`src/logic/access_timing_pkg.sv`:
```
/*
  access_timing_pkg: region bases, limits, wait counts and the carrier
  structs for the peripheral access timing bridge.
  assumes: included before any design file that names it.
*/
`default_nettype none

package access_timing_pkg;

  // ------------------------------------------------------------------
  // region bounds
  // ------------------------------------------------------------------
  localparam logic [31:0] sys_low_base    = 32'h4000_0000;
  localparam logic [31:0] sys_low_limit   = 32'h4001_BFFF;
  localparam logic [31:0] memctl_base     = 32'h4000_2000;
  localparam logic [31:0] sysctl_base     = 32'h4001_E000;
  localparam logic [31:0] sysctl_limit    = 32'h4001_EFFF;
  localparam logic [31:0] port_base       = 32'h4004_0000;
  localparam logic [31:0] pinfn_base      = 32'h4004_0800;
  localparam logic [31:0] evlink_base     = 32'h4004_1000;
  localparam logic [31:0] port_limit      = 32'h4004_1FFF;
  localparam logic [31:0] perif_base      = 32'h4004_2000;
  localparam logic [31:0] perif_limit     = 32'h4005_FFFF;

  // ------------------------------------------------------------------
  // cycle counts
  // ------------------------------------------------------------------
  localparam logic [3:0] sys_low_cycles   = 4'h2; // core clocks
  localparam logic [3:0] sysctl_cycles    = 4'h4; // core clocks
  localparam logic [3:0] pclk_eq_cycles   = 4'h3; // pclk b, equal clocks
  localparam logic [3:0] pclk_fast_min    = 4'h2; // pclk b, core faster
  localparam logic [3:0] pclk_fast_max    = 4'h4;
  localparam logic [3:0] wide_reg_extra   = 4'h2; // 16-bit data regs
  localparam logic [3:0] sync_min_extra   = 4'h1; // least added sync
  localparam logic [3:0] count_reset      = 4'h0;

  // ------------------------------------------------------------------
  // carriers
  // ------------------------------------------------------------------
  typedef struct packed {
    logic [31:0] addr;   // byte address
    logic        write;  // 1 write, 0 read
    logic [31:0] wdata;  // write data
    logic        wide;   // 16-bit data register target
  } request_type;

  typedef struct packed {
    logic [31:0] rdata;  // read data
    logic        error;  // unmapped region
  } answer_type;

  typedef enum logic [2:0] {
    reg_none   = 3'h0,
    reg_syslow = 3'h1,
    reg_sysctl = 3'h2,
    reg_port   = 3'h3,
    reg_perif  = 3'h4
  } region_type;

endpackage

`default_nettype wire

```
`src/logic/peripheral_access_timing.sv`:
```
/*
  peripheral_access_timing: takes one access from an upstream master,
  decodes its region, waits the region's cycle count (plus clock-ratio
  sync, wide-register and port read-wait extras), then forwards it to
  the downstream register banks and answers in one handshake.
  assumes: one clock; pclk_tick marks a peripheral clock b edge in the
  core clock domain; pclk_equal high when both clocks run equal.
*/
`timescale 1ns/1ps
`default_nettype none

module peripheral_access_timing (
  input  wire logic                          clock,        // core clock
  input  wire logic                          resetn,       // async, low
  input  wire logic                          pclk_tick,    // pclk b edge
  input  wire logic                          pclk_equal,   // clocks equal
  input  wire logic                          contention,   // other master
  input  wire logic [3:0]                    port_read_wait_count, // wait
  input  wire logic                          req_valid,    // request
  input  wire access_timing_pkg::request_type req,         // request body
  output logic                               req_ready,    // taken
  output logic                               ans_valid,    // answer pulse
  output access_timing_pkg::answer_type      ans,          // answer body
  output logic                               dn_strobe,    // bank strobe
  output access_timing_pkg::request_type     dn_req,       // bank request
  input  wire logic [31:0]                   dn_rdata      // bank data
);

  // ------------------------------------------------------------------
  // state
  // ------------------------------------------------------------------
  typedef enum logic [2:0] {
    st_idle = 3'b001,  // waiting for a request
    st_wait = 3'b010,  // counting access cycles
    st_done = 3'b100   // answering
  } state_type;

  state_type                          state_reg;      // current state
  access_timing_pkg::request_type     hold_reg;       // captured access
  access_timing_pkg::region_type      region_reg;     // captured region
  logic                               use_pclk_reg;   // count pclk ticks
  logic [3:0]                         count_reg;      // cycles remaining
  access_timing_pkg::region_type      region_dec;     // live decode
  logic                               port_win_dec;   // live port window
  logic [3:0]                         load_count;     // first count
  logic                               tick_now;       // counts this cycle

  region_decoder u_decode (
    .addr        (req.addr),
    .region      (region_dec),
    .port_window (port_win_dec)
  );

  // ------------------------------------------------------------------
  // count to load when an access is taken
  // ------------------------------------------------------------------
  // the faster-core case uses the upper end of the 2 to 4 span: the
  // sync stage always spends at least one extra pclk, and the rounded-up
  // maximum is the safe bound for a master that waits in hardware
  always_comb begin
    load_count = access_timing_pkg::count_reset;
    case (region_dec)
      access_timing_pkg::reg_syslow:
        load_count = access_timing_pkg::sys_low_cycles;
      access_timing_pkg::reg_sysctl:
        load_count = access_timing_pkg::sysctl_cycles;
      access_timing_pkg::reg_port,
      access_timing_pkg::reg_perif: begin
        if (pclk_equal) begin
          load_count = access_timing_pkg::pclk_eq_cycles;
        end else begin
          load_count = access_timing_pkg::pclk_fast_max;
        end
        if (region_dec == access_timing_pkg::reg_port && port_win_dec &&
            !req.write) begin
          load_count = 4'(load_count + port_read_wait_count);
        end
      end
      default: load_count = access_timing_pkg::sys_low_cycles;
    endcase
    if (req.wide) begin
      load_count = 4'(load_count + access_timing_pkg::wide_reg_extra);
    end
  end

  // low regions count core clocks, peripheral regions count pclk b
  // edges; contention freezes the count, so accesses only lengthen
  assign tick_now = !contention &&
                    (!use_pclk_reg || pclk_equal || pclk_tick);

  // ------------------------------------------------------------------
  // sequencer
  // ------------------------------------------------------------------
  always_ff @(posedge clock or negedge resetn) begin
    if (!resetn) begin
      state_reg <= st_idle;
    end else begin
      case (state_reg)
        st_idle: if (req_valid) state_reg <= st_wait;
        st_wait: if (tick_now && count_reg == 4'h1) state_reg <= st_done;
        st_done: state_reg <= st_idle;
        default: state_reg <= st_idle;
      endcase
    end
  end

  // ------------------------------------------------------------------
  // captured access and counter
  // ------------------------------------------------------------------
  always_ff @(posedge clock or negedge resetn) begin
    if (!resetn) begin
      hold_reg     <= '0;
      region_reg   <= access_timing_pkg::reg_none;
      use_pclk_reg <= 1'b0;
      count_reg    <= access_timing_pkg::count_reset;
    end else if (state_reg == st_idle && req_valid) begin
      hold_reg     <= req;
      region_reg   <= region_dec;
      use_pclk_reg <= (region_dec == access_timing_pkg::reg_port ||
                       region_dec == access_timing_pkg::reg_perif);
      // first wait cycle is the capture cycle itself
      count_reg    <= load_count - 4'h1;
    end else if (state_reg == st_wait && tick_now &&
                 count_reg != access_timing_pkg::count_reset) begin
      count_reg    <= count_reg - 4'h1;
    end
  end

  // ------------------------------------------------------------------
  // handshake outputs, all registered
  // ------------------------------------------------------------------
  always_ff @(posedge clock or negedge resetn) begin
    if (!resetn) begin
      req_ready <= 1'b0;
      ans_valid <= 1'b0;
      ans       <= '0;
      dn_strobe <= 1'b0;
      dn_req    <= '0;
    end else begin
      req_ready <= (state_reg == st_idle && req_valid);
      dn_strobe <= (state_reg == st_wait && tick_now &&
                    count_reg == 4'h1);
      ans_valid <= (state_reg == st_done);
      if (state_reg == st_wait) begin
        dn_req <= hold_reg;
      end
      if (state_reg == st_done) begin
        ans.rdata <= hold_reg.write ? 32'h0000_0000 : dn_rdata;
        // reserved space is the master's duty; flag it only
        ans.error <= (region_reg == access_timing_pkg::reg_none);
      end
    end
  end

  // ------------------------------------------------------------------
  // checks
  // ------------------------------------------------------------------
  logic [4:0] span_reg; // cycles since the access was taken
  always_ff @(posedge clock or negedge resetn) begin
    if (!resetn) begin
      span_reg <= 5'h00;
    end else if (state_reg == st_idle) begin
      span_reg <= 5'h00;
    end else if (span_reg != 5'h1F) begin
      span_reg <= span_reg + 5'h01;
    end
  end
endmodule // peripheral_access_timing

`default_nettype wire

```
`src/logic/region_decoder.sv`:
```
/*
  region_decoder: pure address decode into an access region and whether
  the address falls in the port / pin-function read-wait window.
  assumes: address is a full 32-bit byte address.
*/
`timescale 1ns/1ps
`default_nettype none

module region_decoder (
  input  wire logic [31:0]                      addr,        // byte address
  output access_timing_pkg::region_type         region,      // decoded region
  output logic                                  port_window  // port/pin fn
);

  // ------------------------------------------------------------------
  // decode, each region starts at its base address
  // ------------------------------------------------------------------
  always_comb begin
    region      = access_timing_pkg::reg_none;
    port_window = 1'b0;
    if (addr >= access_timing_pkg::sys_low_base &&
        addr <= access_timing_pkg::sys_low_limit) begin
      region = access_timing_pkg::reg_syslow;
    end else if (addr >= access_timing_pkg::sysctl_base &&
                 addr <= access_timing_pkg::sysctl_limit) begin
      region = access_timing_pkg::reg_sysctl;
    end else if (addr >= access_timing_pkg::port_base &&
                 addr <= access_timing_pkg::port_limit) begin
      region = access_timing_pkg::reg_port;
      // event link sits above the port and pin-function blocks
      port_window = (addr < access_timing_pkg::evlink_base);
    end else if (addr >= access_timing_pkg::perif_base &&
                 addr <= access_timing_pkg::perif_limit) begin
      region = access_timing_pkg::reg_perif;
    end
  end

endmodule // region_decoder

`default_nettype wire

```
`config.mk`:
```
export PLATFORM = sky130hd
export DESIGN_NAME = peripheral_access_timing
export DESIGN_NICKNAME = d
export VERILOG_FILES = /design/src/logic/access_timing_pkg.sv /design/src/logic/peripheral_access_timing.sv /design/src/logic/region_decoder.sv
export SDC_FILE = /design/constraint.sdc
export NUM_CORES = 1
export LEC_CHECK = 0
export ABC_AREA = 1
export BUFFER_PORTS_ARGS = -buffer_cell sky130_fd_sc_hd__buf_2
export CORE_UTILIZATION = 52
export CTS_CLUSTER_SIZE = 10
export DETAILED_ROUTE_END_ITERATION = 16
export HOLD_SLACK_MARGIN = 0.1
export PLACE_DENSITY_LB_ADDON = 0.25
export SLEW_MARGIN = 20
export SYNTH_ARGS = -nofsm -noshare
export SYNTH_HDL_FRONTEND = slang
export SYNTH_SLANG_ARGS = --single-unit
```
`constraint.sdc`:
```
create_clock -name clock -period 2.1 [get_ports clock]
set_input_delay 0.42 -clock clock [delete_from_list [all_inputs] [get_ports clock]]
set_output_delay 0.42 -clock clock [all_outputs]
set_load 0.005 [all_outputs]
```
==> metrics.csv, run 1 <==
metric,value,unit
max_cap_viol_count,0,
fin_tns_setup,-16.8,ps
synth_common_cells,"dfrtp_1 (178), o21ai_0 (169), nand2_1 (166)",
cts-root-buf,clkbuf_16,
drtIter0Drc,337,
clock_latency,420,ps
dr.pass1.iters,4,
holdWs,202,ps
antenna_found_initial,0,
synth_area,0.00742,sq mm
syn_avg_cell_area,9.08,sq um
port_buffers,209,
grt_max_degree,136,
synth_edf_count,0,
hold_class,primary input to flip-flop,
yosysSeqAreaShare,60.3,%
cp_data_required_time,2410,ps
synth-seq-cells,179,
min_path_cells,3,
die_h,121,microns
ant_nets,0,
worst_slew_pin_slew,496,ps
core_area,0.0139,sq mm
dpl.cell_count,1219,
start_util,53.5,%
worstSetupStartpointType,primary input,
cp.arrival,2430,ps
utilization,71.2,%
die_w,121,microns
dr_total_vias,6097,
stdcell_area,0.00988,sq mm
skew,10.1,ps
fillers,1090,
cts_sinks,179,
routabilityCongestion,0.899,
cts_tree,yes,
area_growth,33.1,%
grtUsageTotal,23.0,%
synthTopCellsByArea,"dfrtp_1 (60%), o21ai_0 (11%), nand2_1 (8.4%)",
dieArea,0.0148,sq mm
overflow,0,
yosysWarnings,0,
power_leakage,5.15,nW
synthFlopType,dfrtp_1,
wl_per_cell,13.2,microns
ctsHtreeMaxLevel,4,
end_kind,flip-flop,
clk_pin_slew,70,ps
p_per_area,1420,mW/mm^2
preCtsSetupSlack,-457,ps
outcome,finished with violations,
violations,negative setup slack,
drc,0,
critPathMaxFanout,6,
grt_pass1_wl,26.4,mm
first_global_vias,5511,
r2r.worst_path.cells,10,
layout_setup_ws,-16.8,ps
detailed_place.area,0.00914,sq mm
wl,16.6,mm
vias_per_cell,4.86,
cts_buffers,17,
drive_above_1_share,31.7,%
min_period,2120,ps
peakVddDrop,0.638,mV
design.portCount,210,
diodes,0,
yosys.area.top_type,dfrtp_1,
crit_type,primary input to flip-flop,
synth.top_cell.area_share,60.0,%
setup_violations,1,
rsz0062_at_grt,yes,
power,14.0,mW
fmax,472,MHz
clock_path_buffers,2,
hold_viol_final,0,
stdcell_count,1254,
final_max_slew_viol_count,0,
synth_most_common_cell,dfrtp_1,
synth_nets,935,
dp_hpwl,11.3,mm
synth.distinct_cells,34,
rows,43,
min_period_over_period,101,%
slew_headroom,67.0,%
nNetsFinal,1178,
syn_inst,818,
async_reset_ff_share,100,%
-- logic make-up (layout without fill, tap and decap cells) --
logic type               Yosys count  in the layout  share of synthesized area, %
adder cells (fa/ha/maj)            9              9                          1.62
AO/OA/AOI/OAI                    188            188                          13.2
AND/OR/NAND/NOR                  268            268                          15.5
buffers and inverters            169            425                          8.75
XOR/XNOR                           5              5                         0.590
flip-flops                       179            179                          60.3
-- worst paths after layout --
path | startpoint | endpoint | slack [ps]
min reg2reg | dn_req[34]$_DFFE_PN0P_ | dn_req[34]$_DFFE_PN0P_ | 480
min | req[20] | hold_reg[20]$_DFFE_PN0P_ | 200
min in group asynchronous | resetn | ans[7]$_DFFE_PN0P_ | 490
max | req[64] | count_reg[3]$_DFFE_PN0P_ | -20
max in group asynchronous | resetn | dn_req[8]$_DFFE_PN0P_ | 960
max reg2reg | state_reg[0]$_DFFE_PN1P_ | count_reg[1]$_DFFE_PN0P_ | 170
-- per-layer routing --
| metal | GRT usage, % | up-vias | wire [microns] |
|---|---|---|---|
| li1 | - | 3069 | - |
| met1 | 31.1 | 2855 | 7510 |
| met2 | 36.2 | 147 | 8010 |
| met3 | 5.03 | 26 | 740 |
| met4 | 8.80 | 0 | 321 |
| met5 | 0 | - | 0 |
-- repair_timing --
action                                  in CTS  in global routing
cloned                                       0                  0
hold buffers                                 1                  0
hold endpoints to repair                    35                  0
endpoints found under the setup margin       1                  7
buffers inserted                             1                  1
resized for setup                            3                 28
pin swaps                                    2                 12
-- where the power goes --
part	switching [mW]	total (mW)	internal (mW)
Clock	1.36	3.16	1.81
Combinational	2.98	5.13	2.15
Sequential	0.629	5.70	5.08
Total	4.97	14.0	9.03
-- worst max-delay path, stage by stage --
cell	delay, ps
buf_4	100
inv_1	30
nor2_1	110
nand2_2	70
nor2_4	240
a21oi_4	100
nor2_4	170
nand3_2	110
nand2_2	90
nand3_2	90
nand2_2	90
ha_4	190
or2_4	240
nand2_4	80
nand3_2	70
nand2_1	50
nand3_1	60
nand2_1	60
nand2_1	40
-- cell type report --
class                   instances  area (sq um)  area share, %
multi-input cells             470          2460           24.9
inverters                     129           484           4.90
flip-flops and latches        179          4480           45.3
repair buffers                264          1640           16.6
well taps                     180           225           2.28
clock buffers                  19           443           4.48
clock inverters                13           149           1.51
-- cells in the final DEF (no fill, tap or decap), types with 2 or more instances in the layout --
| master | n |
|---|---|
| xor2_1 | 2 |
| bufinv_16 | 2 |
| nand2_1 | 161 |
| a21oi_1 | 5 |
| clkinv_4 | 2 |
| o211ai_1 | 2 |
| o21ai_0 | 167 |
| clkinvlp_4 | 2 |
| clkinv_2 | 2 |
| nand2_4 | 2 |
| inv_2 | 3 |
| buf_12 | 9 |
| nand3_1 | 43 |
| dfrtp_1 | 178 |
| buf_6 | 5 |
| nor3_1 | 2 |
| nand3_2 | 10 |
| nand2_2 | 8 |
| inv_6 | 4 |
| nand4_1 | 4 |
| inv_1 | 125 |
| o21ai_4 | 2 |
| ha_1 | 6 |
| xnor2_1 | 3 |
| o21ai_1 | 4 |
| a21o_1 | 2 |
| nand3b_1 | 2 |
| buf_2 | 202 |
| clkbuf_16 | 17 |
| nor2_4 | 8 |
| buf_4 | 45 |
| nor2_2 | 3 |
| ha_4 | 2 |
| nor2_1 | 22 |
(Power assumes the default switching activity.)
==> run 2, diff against run 1 <==
--- a/config.mk
+++ b/config.mk
@@ -7,7 +7,7 @@
 export LEC_CHECK = 0
 export ABC_AREA = 1
 export BUFFER_PORTS_ARGS = -buffer_cell sky130_fd_sc_hd__buf_2
-export CORE_UTILIZATION = 52
+export CORE_UTILIZATION = 55
 export CTS_CLUSTER_SIZE = 10
 export DETAILED_ROUTE_END_ITERATION = 16
 export HOLD_SLACK_MARGIN = 0.1
==> constraint.sdc (replaced) <==
create_clock -name clock -period 2.6 [get_ports clock]
set_input_delay 0.52 -clock clock [delete_from_list [all_inputs] [get_ports clock]]
set_output_delay 0.52 -clock clock [all_outputs]
set_load 0.005 [all_outputs]
==> run 2 against run 1 <==
The run now ends clean. Wire length fell by 2.8%. Worst setup slack improved by 260 ps. Sequential power fell by 19%. Final cell count fell by 2.0%. Die area fell by 5.4%. First-iteration DRC count rose by 23%. Combinational power fell by 27%. Clock skew fell by 0.83 ps. Count of clock-buffer cells in the layout fell by 1. Flip-flop and latch count did not move. Largest power group unchanged. Highest routed layer unchanged.
==> metrics.csv, run 2 (synthesis results as in run 1) <==
metric,value,unit
utilization,71.5,%
grt_pass1_wl,27.1,mm
critPathMaxFanout,4,
port_buffers,209,
overflow,0,
worst_slew_pin_slew,597,ps
rsz0062_at_grt,no,
cp_data_required_time,2920,ps
p_per_area,1150,mW/mm^2
internal_power,6.92,mW
cp.arrival,2680,ps
clock_latency,420,ps
ctsHtreeMaxLevel,4,
outcome,completed,
regArea,0.00448,sq mm
grtUsageTotal,24.7,%
grt_max_degree,136,
worstSetupStartpointType,primary input,
peakVddDrop,0.716,mV
clk_pin_slew,70,ps
die_w,118,microns
area_growth,27.0,%
cts_tree,yes,
design.portCount,210,
nNetsFinal,1157,
drc,0,
rows,42,
critPathSlowestCell,fa_1,
drtIter0Drc,414,
cts_buffers,17,
multi_input_area,0.00231,sq mm
crit_type,primary input to flip-flop,
power_leakage,4.97,nW
fmax,425,MHz
final_max_slew_viol_count,0,
dr.pass1.iters,4,
skew,9.28,ps
dieArea,0.0140,sq mm
cts_setup_buffers,0,
max_cap_viol_count,0,
routabilityCongestion,0.852,
p_clk_share,23.0,%
hold_viol_final,0,
fillers,1064,
cts-root-buf,clkbuf_16,
path_buf_inv,3,
cp_common_cell,nand2_1,
antenna_found_initial,0,
start_util,56.3,%
die_h,118,microns
ant_nets,0,
cts_sinks,179,
power_switching,3.95,mW
mostFrequentLayoutCells,"buf_2 (208), dfrtp_1 (178), o21ai_0 (169), nand2_1 (166), inv_1 (126)",
slowest_delay,370,ps
dr_total_vias,5987,
slew_headroom,60.2,%
vias_per_cell,4.87,
setup_violations,0,
netSwitchingFraction,36.4,%
wl,16.1,mm
holdWs,298,ps
layout_commonest_cell,buf_2,
crit_family,simple AND/OR/NAND/NOR gates,
drive_above_1_share,28.2,%
end_kind,flip-flop,
comb_power_share,34.6,%
wl_per_cell,13.1,microns
hold_class,primary input to flip-flop,
clock_path_buffers,2,
seqPwrFrac,42.4,%
post_cts_resized,0,
core_area,0.0132,sq mm
first_global_vias,5690,
min_period,2350,ps
dp_hpwl,11.2,mm
min_period_over_period,90.5,%
diodes,0,
crit_chain,buf_2 > ha_1 > inv_1 > fa_1 > xnor2_1 > inv_1 > nand4_1 > nand3_1 > nand2_1 > ha_1 > or2_2 > nand2_1 > nand3_1 > nand2_1 > nand3_1 > nand2_1 > nand2_1,
run 2: cell count changes in the layout (fill, tap and decap cells not counted), moves of 3 or more:
cell,delta
buf_4,-15
nand3_1,+7
nand3_2,-7
buf_12,-6
buf_2,+6
nand2_1,+5
nor2_1,+5
nor2_4,-5
buf_6,-4
nand2_2,-3
run 2: area by class of cell:
class / instances / area share (%)
clock buffer: 18 / 4.66
sequential: 179 / 47.5
multi-input combinational: 470 / 24.5
tap: 176 / 2.34
inverter: 129 / 5.14
clock inverter: 14 / 1.51
timing repair buffer: 243 / 14.3
run 2: final timing paths:
check,from,endpoint,slack [ps],cells past startpoint
setup / recovery,pclk_equal,count_reg[3]$_DFFE_PN0P_,250,17
hold / removal,req[10],hold_reg[10]$_DFFE_PN0P_,300,3
setup reg to reg,state_reg[0]$_DFFE_PN1P_,count_reg[1]$_DFFE_PN0P_,440,10
hold reg to reg,dn_req[5]$_DFFE_PN0P_,dn_req[5]$_DFFE_PN0P_,480,2
max in group asynchronous,resetn,dn_req[61]$_DFFE_PN0P_,1190,3
min in group asynchronous,resetn,ans[19]$_DFFE_PN0P_,650,2
run 2: layer usage:
layer,vias to the layer above,global-route usage (%),routed length (microns)
met2,152,39.9,7710
met1,2784,33.2,7430
met3,19,5.07,746
met4,0,8.89,234
met5,-,0,0
li1,3032,-,-
run 2: power groups by stage:
stage	registers, mW	clock network [mW]	logic, mW
finish	4.61	2.50	3.76
detailed placement	4.65	0	3.79
CTS	4.61	2.56	3.83
floorplan	4.67	0	2.19
global route	4.76	2.67	4.35
global placement	4.60	0	3.66
run 2: per-stage QoR:
step | TNS (ps) | area, sq um | setup slack, ps | power (mW) | cells
floorplan | 0 | 7420 | 56.8 | 6.86 | 818
global placement | -260 | 8840 | -146 | 8.26 | 1196
detailed placement | -392 | 8840 | -205 | 8.43 | 1196
CTS | 0 | 9430 | 249 | 11.0 | 1229
global route | 0 | 9430 | 2.52 | 11.8 | 1229
finish | 0 | 9430 | 246 | 10.9 | 1229
run 2: what timing repair did:
item,in CTS,in global routing
setup endpoints to repair,0,1
hold buffers,1,0
endpoints found under the hold margin,4,0
run 2: worst reg2reg max path: cells and delay by family, from the launching register on:
| family | cells | cell delay, ps |
|---|---|---|
| flip-flops | 1 | 540 |
| buffers and inverters | 4 | 480 |
| AO/OA/AOI/OAI | 2 | 520 |
| AND/OR/NAND/NOR | 4 | 520 |
